File: src/rtl/hmul_defines.svh
// Constants for the single cycle 8x8 hardware multiplier
`ifndef HMUL_DEFINES_SVH
`define HMUL_DEFINES_SVH

// ----------------------------------------------------------------------------
// Widths and reset values
// ----------------------------------------------------------------------------
`define HMUL_OPND_W      8
`define HMUL_PROD_W      16
`define HMUL_PROD_RST    8'h00
`define HMUL_FLAG_W      8
`define HMUL_FLAG_RST    8'h00

`endif

File: src/rtl/hmul_pkg.sv
// Types for the single cycle 8x8 hardware multiplier
`include "hmul_defines.svh"

package hmul_pkg;

    // ------------------------------------------------------------------------
    // Operand, product and block state types
    // ------------------------------------------------------------------------
    typedef logic [`HMUL_OPND_W-1:0] hmul_byte_type;   // One operand byte
    typedef logic [`HMUL_PROD_W-1:0] hmul_prod_type;   // Full product

    typedef struct packed
    {
        hmul_byte_type prod_hi;                        // Product high byte
        hmul_byte_type prod_lo;                        // Product low byte
        hmul_byte_type flags;                          // ALU flag register
    } hmul_state_type;

endpackage : hmul_pkg

File: src/rtl/hmul_core.sv
// Single cycle 8x8 unsigned multiplier with product register pair
// Notes on behaviour
// - Unsigned operands, full 16-bit product kept.
// - Product ready for the very next instruction.
// - Upper byte high register, lower byte low.
// - Multiply leaves the ALU flags unchanged.
// - Operands: working register and addressed file.
`timescale 1ns/1ns
`include "hmul_defines.svh"

module hmul_core
(
    // Clock and reset
    input  wire logic                    i_clk_sys,           // Core clock, 250 MHz
    input  wire logic                    i_reset,             // Synchronous reset, high
    // Multiply instruction from the decoder
    input  wire logic                    i_mul_go,            // Execute multiply this cycle
    input  wire hmul_pkg::hmul_byte_type i_working_register,  // Working operand
    input  wire hmul_pkg::hmul_byte_type i_file_operand,      // Addressed file operand
    // Direct writes to the product pair and the flags
    input  wire logic                    i_wr_prod_hi,        // Software write high byte
    input  wire logic                    i_wr_prod_lo,        // Software write low byte
    input  wire logic                    i_wr_flags,          // ALU writes flag register
    input  wire hmul_pkg::hmul_byte_type i_wr_data,           // Data for software writes
    // Registered results
    output logic [7:0]                   o_product_high_byte, // Product high byte
    output logic [7:0]                   o_product_low_byte,  // Product low byte
    output logic [7:0]                   o_alu_flag_register  // ALU flags
);
    import hmul_pkg::*;

    // ------------------------------------------------------------------------
    // State and helpers
    // ------------------------------------------------------------------------
    // The whole block state is one packed struct: both product
    // bytes and the flag register live together in state_ff
    hmul_state_type state_ff;                       // Registered state
    hmul_state_type nxt_state;                      // Next state
    hmul_prod_type  product;                        // Combinational product

    // Unsigned 8x8 multiply, zero-extended so nothing is truncated
    // Both operands are widened before the multiply, so the top
    // eight bits of the result are never lost to a narrow context
    function automatic hmul_prod_type hmul_umul(input hmul_byte_type a, input hmul_byte_type b);
        hmul_prod_type r;
        r = hmul_prod_type'(a) * hmul_prod_type'(b);
        return r;
    endfunction : hmul_umul

    // ------------------------------------------------------------------------
    // Next state
    // ------------------------------------------------------------------------
    // The decoder offers at most one multiply per cycle; the product
    // reaches the pair at the edge that ends the instruction, so the
    // very next instruction can already move it elsewhere.
    // Byte and flag writes offered in a multiply cycle are dropped.
    always_comb
    begin
        nxt_state = state_ff;
        product   = hmul_umul(i_working_register, i_file_operand);
        // Multiply has priority over a same-cycle byte write
        if (i_mul_go)
        begin
            nxt_state.prod_hi = product[15:8];
            nxt_state.prod_lo = product[7:0];
        end
        else
        begin
            // Explicit writes only, else product is held
            if (i_wr_prod_hi)
                nxt_state.prod_hi = i_wr_data;
            if (i_wr_prod_lo)
                nxt_state.prod_lo = i_wr_data;
        end
        // Flags change only on ALU flag writes, never on multiply
        if (i_wr_flags && !i_mul_go)
            nxt_state.flags = i_wr_data;
    end

    // ------------------------------------------------------------------------
    // State register
    // ------------------------------------------------------------------------
    // Synchronous reset clears the pair and the flags; otherwise
    // the next state computed above is taken on every edge
    always_ff @(posedge i_clk_sys)
    begin
        if (i_reset)
        begin
            state_ff.prod_hi <= `HMUL_PROD_RST;
            state_ff.prod_lo <= `HMUL_PROD_RST;
            state_ff.flags   <= `HMUL_FLAG_RST;
        end
        else
            state_ff <= nxt_state;
    end

    // Outputs are plain wires from the state flip-flops
    assign o_product_high_byte = state_ff.prod_hi;
    assign o_product_low_byte  = state_ff.prod_lo;
    assign o_alu_flag_register = state_ff.flags;
endmodule : hmul_core

File: config.mk
export PLATFORM = sky130hd
export DESIGN_NAME = hmul_core
export DESIGN_NICKNAME = d
export VERILOG_FILES = /design/src/rtl/hmul_pkg.sv /design/src/rtl/hmul_core.sv
export VERILOG_INCLUDE_DIRS = /design/src /design/src/rtl
export SDC_FILE = /design/constraint.sdc
export NUM_CORES = 1
export LEC_CHECK = 0
export ABC_AREA = 1
export BUFFER_PORTS_ARGS = -buffer_cell sky130_fd_sc_hd__buf_2
export CAP_MARGIN = 20
export CORE_ASPECT_RATIO = 1.2
export CORE_MARGIN = 1.5
export CORE_UTILIZATION = 30
export DETAILED_ROUTE_END_ITERATION = 12
export GPL_ROUTABILITY_DRIVEN = 0
export PLACE_DENSITY = 0.48
export SLEW_MARGIN = 40
export SYNTH_ARGS = -nofsm -noshare
export SYNTH_HDL_FRONTEND = slang
export SYNTH_SLANG_ARGS = --single-unit
File: constraint.sdc
create_clock -name i_clk_sys -period 7.8 [get_ports i_clk_sys]
set_input_delay 0.39 -clock i_clk_sys [delete_from_list [all_inputs] [get_ports i_clk_sys]]
set_output_delay 0.39 -clock i_clk_sys [all_outputs]
set_load 0.01 [all_outputs]
==> implementation parameters, run 1 <==
Parameter                              Value

Detailed routing
  Total length of routed wires    8.127 mm
  Post-DR vias/cell    4.507
  Vias    3,087
  Per-cell routed wire length    11.86 µm
  Antenna Violating Nets Remaining    0
  # DRC    0
  Number of iterations in the first detailed-routing pass    4
  Number of DRC violations after detailed-routing iteration 0    ~110

Timing
  Share of the cycle needed by the critical path after routing    0.4955
  Transition time of the tightest slew-check pin    421.2 ps
  Number of failing hold endpoints at the final stage    0
  Period minus WS final    3865 ps
  Number of pins with negative max-slew slack in the final report    0
  Final-report setup violation count    0
  Setup TNS    0 ps
  Unrepaired setup endpoints after global routing    no
  Achievable Freq    0.2587 GHz
  Worst max-slew margin expressed relative to the limit    0.7192
  Final Skew    0 ps
  Final critical-path setup slack    slightly below 4000 ps

Worst setup path
  Number of cells on the worst reg-to-reg path    4
  Register-to-Register Setup Slack    7040 ps
  Critical path start-end classification    input port to register
  Arrival time worst endpoint    4060 ps
  CP endpoint kind    register
  Family with the most delay on the worst path    adder cells
  Largest driver fanout on the critical path    8
  Endpoint of the worst register-to-register path    o_product_low_byte[2]$_SDFFE_PP0P_
  Master of the slowest instance on the critical path    sky130_fd_sc_hd__fa_1
  Data required time at the worst endpoint    ~8000 ps
  Buffering stage count on the worst path with inverters included    5
  Delay contributed by the slowest stage of the critical path    550 ps
  WP depth    19
  Critical R2R Launch    o_product_low_byte[2]$_SDFFE_PP0P_
  Critical path origin    i_working_register[0]
  Kind of launch point of the worst setup path    input port
  List of cells traversed by the critical path    buf_2 -> nand2_1 -> fa_1 -> fa_1 -> inv_1 -> fa_1 -> inv_1 -> fa_1 -> inv_1 -> ha_1 -> nand2_1 -> inv_2 -> nand2_1 -> nand2_1 -> nand2_1 -> nand3_1 -> nand2_1 -> nand3_1 -> a21oi_1
  Capturing instance or port of the critical path    o_product_high_byte[4]$_SDFFE_PP0P_
  Cell repeated most along the worst path    sky130_fd_sc_hd__nand2_1

Final layout
  Total area of multi-input combinational cells    2298 µm²
  Diode count    0
  Area Growth Syn to Fin    13.16%
  Register area    480.5 µm²
  Share of final-layout standard cells stronger than drive strength 1    0.1356
  Final #Nets    656
  Number of inserted filler cells in the final layout    roughly 1,200

Pwr
  Clock network fraction of design power    0.171
  Power after layout    855.9 µW
  Internal Pwr Total    459.4 µW
  Power density normalized to cell area    between 200 and 250 nW/µm²
  Proportion of total power due to net switching    0.4633
  Maximum VDD drop    112.5 µV
  Flop pwr share    0.184
  Leakage component of the power    0.002446 µW
  Net switching component of the power    396.5 µW
  Share of total power in combinational logic    0.645

Synthesis
  Fraction of registers with async set/reset    0
  Number of library cell types mapped by synthesis    30
  Primary flip-flop cell chosen by synthesis mapping    sky130_fd_sc_hd__dfxtp_1
  Cell area after technology mapping    3413 µm²
  Avg Synthesized Cell Area    6.602 µm²
  Synth Register Bits    24
  Synthesized netlist net count    619
  Number of cells produced by synthesis    517
  Post-synth EDFFs    0
  Sequential element share of the synthesized area    0.1408
  Yosys warns    0

Clocking
  Post_cts resized    0
  Num CTS Buffers    3
  TritonCTS clock tree    done
  CTS Hold Buffers Added    0
  Total number of clock tree sinks    24
  Clk buf depth    2
  Worst-Skew Late Latency    between 200 and 300 ps
  Clk root buf    sky130_fd_sc_hd__clkbuf_16
  Buffers inserted during post-CTS setup optimization    0
  Clk pin slew, worst setup/hold paths    roughly 60 ps
  Clock H-tree levels    1

Flow run
  Max Cap Violations    0

Floorplan
  Width of the chip    100.4 µm
  Floorplan die area    12,030 µm²
  Die boundary height    roughly 120 µm
  Initial core utilization    0.3093
  Core Rows    42
  Core region area    11,040 µm²
  IO Pins    54

GRT
  First-pass GRT wire length    roughly 14 mm
  Total track usage    0.1481
  Largest net degree at the start of global routing    18
  Sum of overflow across all layers after global routing    0
  Vias in the first global route    3,157
  Initial antenna violation count    0

Place
  HPWL Detailed    6.917 mm
  Port buffer count    53
  Post-placement setup slack    around 3600 ps

Worst hold path
  Hold WC Path Type    input port to register

Status
  Run status    completed
==> cells by family after synthesis <==
kind of cell | after synthesis | share of synthesized area
DFF | 24 | 0.1408
xor gates and xnor gates | 2 | 0.005133
and+or+nand+nor | 215 | 0.2658
buffers and inverters | 167 | 0.1858
adders and majority gates | 72 | 0.3431
AOI/OAI and AO/OA | 37 | 0.05939
==> how the worst min path moves through the flow <==
| stage | end | cells after the start | start |
|---|---|---|---|
| after floorplan | o_product_low_byte[6]$_SDFFE_PP0P_ | 2 | o_product_low_byte[6]$_SDFFE_PP0P_ |
| after global placement | o_alu_flag_register[2]$_SDFFE_PP0P_ | 2 | o_alu_flag_register[2]$_SDFFE_PP0P_ |
| after detailed placement | o_alu_flag_register[3]$_SDFFE_PP0P_ | 2 | o_alu_flag_register[3]$_SDFFE_PP0P_ |
| after CTS | o_alu_flag_register[2]$_SDFFE_PP0P_ | 3 | i_wr_data[2] |
| after global routing | o_alu_flag_register[0]$_SDFFE_PP0P_ | 3 | i_wr_data[0] |
| final | o_alu_flag_register[2]$_SDFFE_PP0P_ | 3 | i_wr_data[2] |
==> power by group through the flow <==
stage,Clock [µW],Sequential (µW),Combinational (µW)
2_1_floorplan,0,169,409
3_3_place_gp,0,160,555
3_5_place_dp,0,161,555
4_1_cts,148,158,561
5_1_grt,152,161,649
6_report,147,157,552
==> flip-flops by register name, summed over array words and instances (netlist names) <==
name and cells:
o_alu_flag_register 8, o_product_high_byte 8, o_product_low_byte 8
==> synthesized netlist by cell type, types with 4 or more instances <==
| cell | instances | area, µm² |
|---|---|---|
| sky130_fd_sc_hd__a31oi_1 | 4 | 25.02 |
| sky130_fd_sc_hd__inv_1 | 140 | 525.5 |
| sky130_fd_sc_hd__clkbuf_1 | 17 | 63.81 |
| sky130_fd_sc_hd__o21ai_0 | 15 | 75.07 |
| sky130_fd_sc_hd__dfxtp_1 | 24 | 480.5 |
| sky130_fd_sc_hd__a21oi_1 | 12 | 60.06 |
| sky130_fd_sc_hd__nand3_1 | 28 | 140.1 |
| sky130_fd_sc_hd__inv_2 | 6 | 22.52 |
| sky130_fd_sc_hd__ha_1 | 36 | 450.4 |
| sky130_fd_sc_hd__nand2_1 | 145 | 544.3 |
| sky130_fd_sc_hd__nand4_1 | 4 | 25.02 |
| sky130_fd_sc_hd__nor2_1 | 25 | 93.84 |
| sky130_fd_sc_hd__fa_1 | 36 | 720.7 |
==> layer usage <==
| layer | wire length (µm) | track usage |
|---|---|---|
| met1 | 3640 | 0.1834 |
| met2 | 4118 | 0.2747 |
| met3 | 256 | 0.01340 |
| met4 | 112 | 0.03345 |
| met5 | 0 | 0 |
==> placed cells by master (no fill, tap or decap), drive strengths merged <==
cell and count:
a21oi 13, a22oi 1, a31oi 4, buf 53
bufinv 1, clkbuf 3, dfxtp 24, fa 36
ha 36, inv 146, nand2 146, nand3 30
nand3b 1, nand4 5, nor2 29, nor3 2
o21ai 17, o21bai 1, o221ai 1, or2 2
xnor2 2
==> metrics by stage <==
stage / hold slack (ps) / util / std cells / cell area (µm²)
6_report: 407.9 / 0.3500 / 685 / 3862
4_1_cts: 409.0 / 0.3500 / 685 / 3862
2_1_floorplan: 506.4 / - / 517 / 3413
3_3_place_gp: 458.6 / 0.3405 / 681 / 3757
5_1_grt: 433.0 / 0.3500 / 685 / 3862
3_5_place_dp: 466.5 / 0.3405 / 681 / 3757
==> cell type report <==
class,instances,area share
Clock buffer,3,0.01944
Clock inverter,1,0.007775
Inverter,146,0.1419
Sequential cell,24,0.1244
Multi-Input combinational cell,326,0.5951
Timing Repair Buffer,53,0.06868
Tap cell,132,0.04276
==> worst min-delay path, cell delays in order <==
cell and delay, ps:
sky130_fd_sc_hd__buf_2 90, sky130_fd_sc_hd__o21ai_0 70, sky130_fd_sc_hd__nor2_1 70
Note: power is estimated with default switching activity, not from simulation.
==> run 2, diff against run 1 <==
Settings changed: PLACE_DENSITY 0.48 to 0.49.
Clock period 7.8 ns to 3.13 ns, I/O delays scaled along.
==> implementation parameters, run 2 (same netlist as run 1, synthesis figures left out) <==
Parameter                              Value

Timing
  Final critical-path setup slack    -138.3 ps (-4073 ps)
  Worst max-slew margin expressed relative to the limit    0.7332 (+0.01397)
  Final Skew    0 ps (unchanged)
  Share of the cycle needed by the critical path after routing    1.044
  Unrepaired setup endpoints after global routing    yes
  Number of pins with negative max-slew slack in the final report    0 (unchanged)
  Smallest hold slack    169.8 ps (-238.2 ps)
  Number of failing hold endpoints at the final stage    0 (unchanged)
  Final-report setup violation count    7 (+7)
  Achievable Freq    0.3060 GHz
  Transition time of the tightest slew-check pin    400.3 ps (-20.96 ps)
  Period minus WS final    3268 ps

Final layout
  Final Core Density    0.4078 (+0.05782)
  Share of final-layout standard cells stronger than drive strength 1    0.2952 (+0.1596)
  Commonest cells after routing, fill and taps aside    sky130_fd_sc_hd__inv_1, sky130_fd_sc_hd__nand2_1, sky130_fd_sc_hd__buf_2
  Area Growth Syn to Fin    31.85%
  Final #Nets    689 (+5.0%)
  Leading cell type in the layout, fill and taps excluded    sky130_fd_sc_hd__inv_1
  Diode count    0 (unchanged)

Pwr
  Maximum VDD drop    221.0 µV (+96%)
  Proportion of total power due to net switching    0.4514 (-0.01187)
  Clock network fraction of design power    0.112 (-0.059)
  Flop pwr share    0.145 (-0.039)
  Net switching component of the power    1207 µW (+200%)
  Power density normalized to cell area    594.2 nW/µm² (+170%)
  Internal Pwr Total    1467 µW (+220%)
  Share of total power in combinational logic    0.743 (+0.098)
  Leakage component of the power    0.002704 µW (+11%)

Clocking
  Total number of clock tree sinks    24 (unchanged)
  Clk buf depth    2 (unchanged)
  Clk pin slew, worst setup/hold paths    60 ps (about the same)
  Worst-Skew Late Latency    250 ps (about the same)
  Clock H-tree levels    1 (unchanged)
  TritonCTS clock tree    done
  Clk root buf    sky130_fd_sc_hd__clkbuf_16
  Num CTS Buffers    3 (unchanged)

Detailed routing
  Total length of routed wires    8.269 mm (+1.7%)
  Per-cell routed wire length    11.52 µm (-2.9%)
  # DRC    0 (unchanged)
  Number of iterations in the first detailed-routing pass    4 (unchanged)
  Number of DRC violations after detailed-routing iteration 0    68 (-37%)
  Post-DR vias/cell    4.403 (-2.3%)
  Antenna Violating Nets Remaining    0 (unchanged)
  Vias    3,161 (+2.4%)

Place
  Port buffer count    53 (unchanged)
  HPWL Detailed    7.299 mm (+5.5%)
  Post-placement setup slack    -493.3 ps (-4130 ps)

Status
  Run status    finished, violations left
  Failing checks    negative setup slack

Worst setup path
  Number of cells on the worst reg-to-reg path    4 (unchanged)
  Kind of launch point of the worst setup path    input port
  Critical R2R Launch    o_product_low_byte[2]$_SDFFE_PP0P_
  Arrival time worst endpoint    3410 ps (-650 ps)
  Data required time at the worst endpoint    3270 ps (-4730 ps)
  Largest driver fanout on the critical path    7 (-1)
  CP endpoint kind    register
  Critical path start-end classification    input port to register
  Endpoint of the worst register-to-register path    o_product_low_byte[2]$_SDFFE_PP0P_
  Register-to-Register Setup Slack    2360 ps (-4680 ps)

Floorplan
  Floorplan die area    12,030 µm² (unchanged)
  Core Rows    42 (unchanged)
  Core region area    11,040 µm² (unchanged)
  Initial core utilization    0.3093 (unchanged)
  Die boundary height    119.8 µm (unchanged)
  Width of the chip    100.4 µm (unchanged)
  IO Pins    54 (unchanged)

GRT
  First-pass GRT wire length    14.38 mm (+0.38%)
  Sum of overflow across all layers after global routing    0 (unchanged)
  Vias in the first global route    3,211 (+1.7%)
  Largest net degree at the start of global routing    18 (unchanged)
  Total track usage    0.1467 (-0.001431)
  Initial antenna violation count    0 (unchanged)

Flow run
  Max Cap Violations    0 (unchanged)

Worst hold path
  Hold EP    o_alu_flag_register[5]$_SDFFE_PP0P_
  Instance count along the most critical hold path    3 (unchanged)
  Hold wc startpoint    i_wr_data[5]
  Hold WC Path Type    input port to register
-- run 2: cell count changes in the layout (fill, tap and decap cells not counted), sizes merged --
cell	change
buf	+33
bufinv	-1
clkbuf	+1
-- run 2: worst max-delay path by stage --
stage	start	to	slack (ps)	cells after the start
6_report	i_file_operand[4]	o_product_high_byte[5]$_SDFFE_PP0P_	-140	17
5_1_grt	i_file_operand[2]	o_product_high_byte[5]$_SDFFE_PP0P_	-330	17
4_1_cts	i_working_register[4]	o_product_high_byte[7]$_SDFFE_PP0P_	-100	19
3_5_place_dp	i_working_register[4]	o_product_high_byte[4]$_SDFFE_PP0P_	-490	15
3_3_place_gp	i_working_register[4]	o_product_high_byte[4]$_SDFFE_PP0P_	-450	15
2_1_floorplan	i_file_operand[2]	o_product_high_byte[7]$_SDFFE_PP0P_	-240	19
-- run 2: per-stage QoR --
stage | total power, µW | std cells | instance area (µm²) | TNS, ps
final | 2674 | 718 | 4501 | -665.2
after global placement | 2127 | 713 | 4120 | -3895
after detailed placement | 2151 | 713 | 4120 | -4314
after CTS | 2577 | 717 | 4383 | -472.6
after floorplan | 1660 | 517 | 3674 | -1709
after global routing | 2972 | 718 | 4501 | -2360
-- run 2: per-layer routing --
metal | up-vias | global-route usage | wire length (µm)
met5 | - | 0 | 0
met4 | 0 | 0.01849 | 36
met3 | 2 | 0.01107 | 338
met2 | 58 | 0.2789 | 4227
met1 | 1451 | 0.1833 | 3667
li1 | 1650 | - | -
-- run 2: critical path, stage by stage --
cell                      delay [ps]
sky130_fd_sc_hd__buf_12          120
sky130_fd_sc_hd__nand2_2          60
sky130_fd_sc_hd__inv_2            30
sky130_fd_sc_hd__fa_1            480
sky130_fd_sc_hd__fa_1            520
sky130_fd_sc_hd__fa_1            530
sky130_fd_sc_hd__inv_2            40
sky130_fd_sc_hd__fa_1            510
sky130_fd_sc_hd__inv_2            40
sky130_fd_sc_hd__ha_4            310
sky130_fd_sc_hd__nand2_4          60
sky130_fd_sc_hd__nor2_1          140
sky130_fd_sc_hd__nand2_1         110
sky130_fd_sc_hd__nand3_1          90
sky130_fd_sc_hd__nand2_1          60
sky130_fd_sc_hd__nand3_2          80
sky130_fd_sc_hd__a21oi_2          50
-- run 2: area by class of cell --
cell class	instances	area [µm²]
repair buffers	86	628.1
multi-input cells	326	2587
clock buffers	4	88.84
well taps	132	165.2
flip-flops and latches	24	480.5
fillers	1191	6535
inverters	146	550.5
-- run 2: power by group through the flow --
stage / sequential [µW] / clock, µW / combinational (µW)
final: 389 / 299 / 1990
after global routing: 396 / 317 / 2260
after CTS: 389 / 304 / 1880
after detailed placement: 396 / 0 / 1760
after global placement: 396 / 0 / 1730
after floorplan: 422 / 0 / 1240
-- run 2: what timing repair did --
item | 4_1_cts | 5_1_grt
setup endpoints to repair | 10 | 10
pin swaps | 21 | 24
setup buffers | 0 | 1
hold buffers | 0 | 0
gates resized for setup | 49 | 35
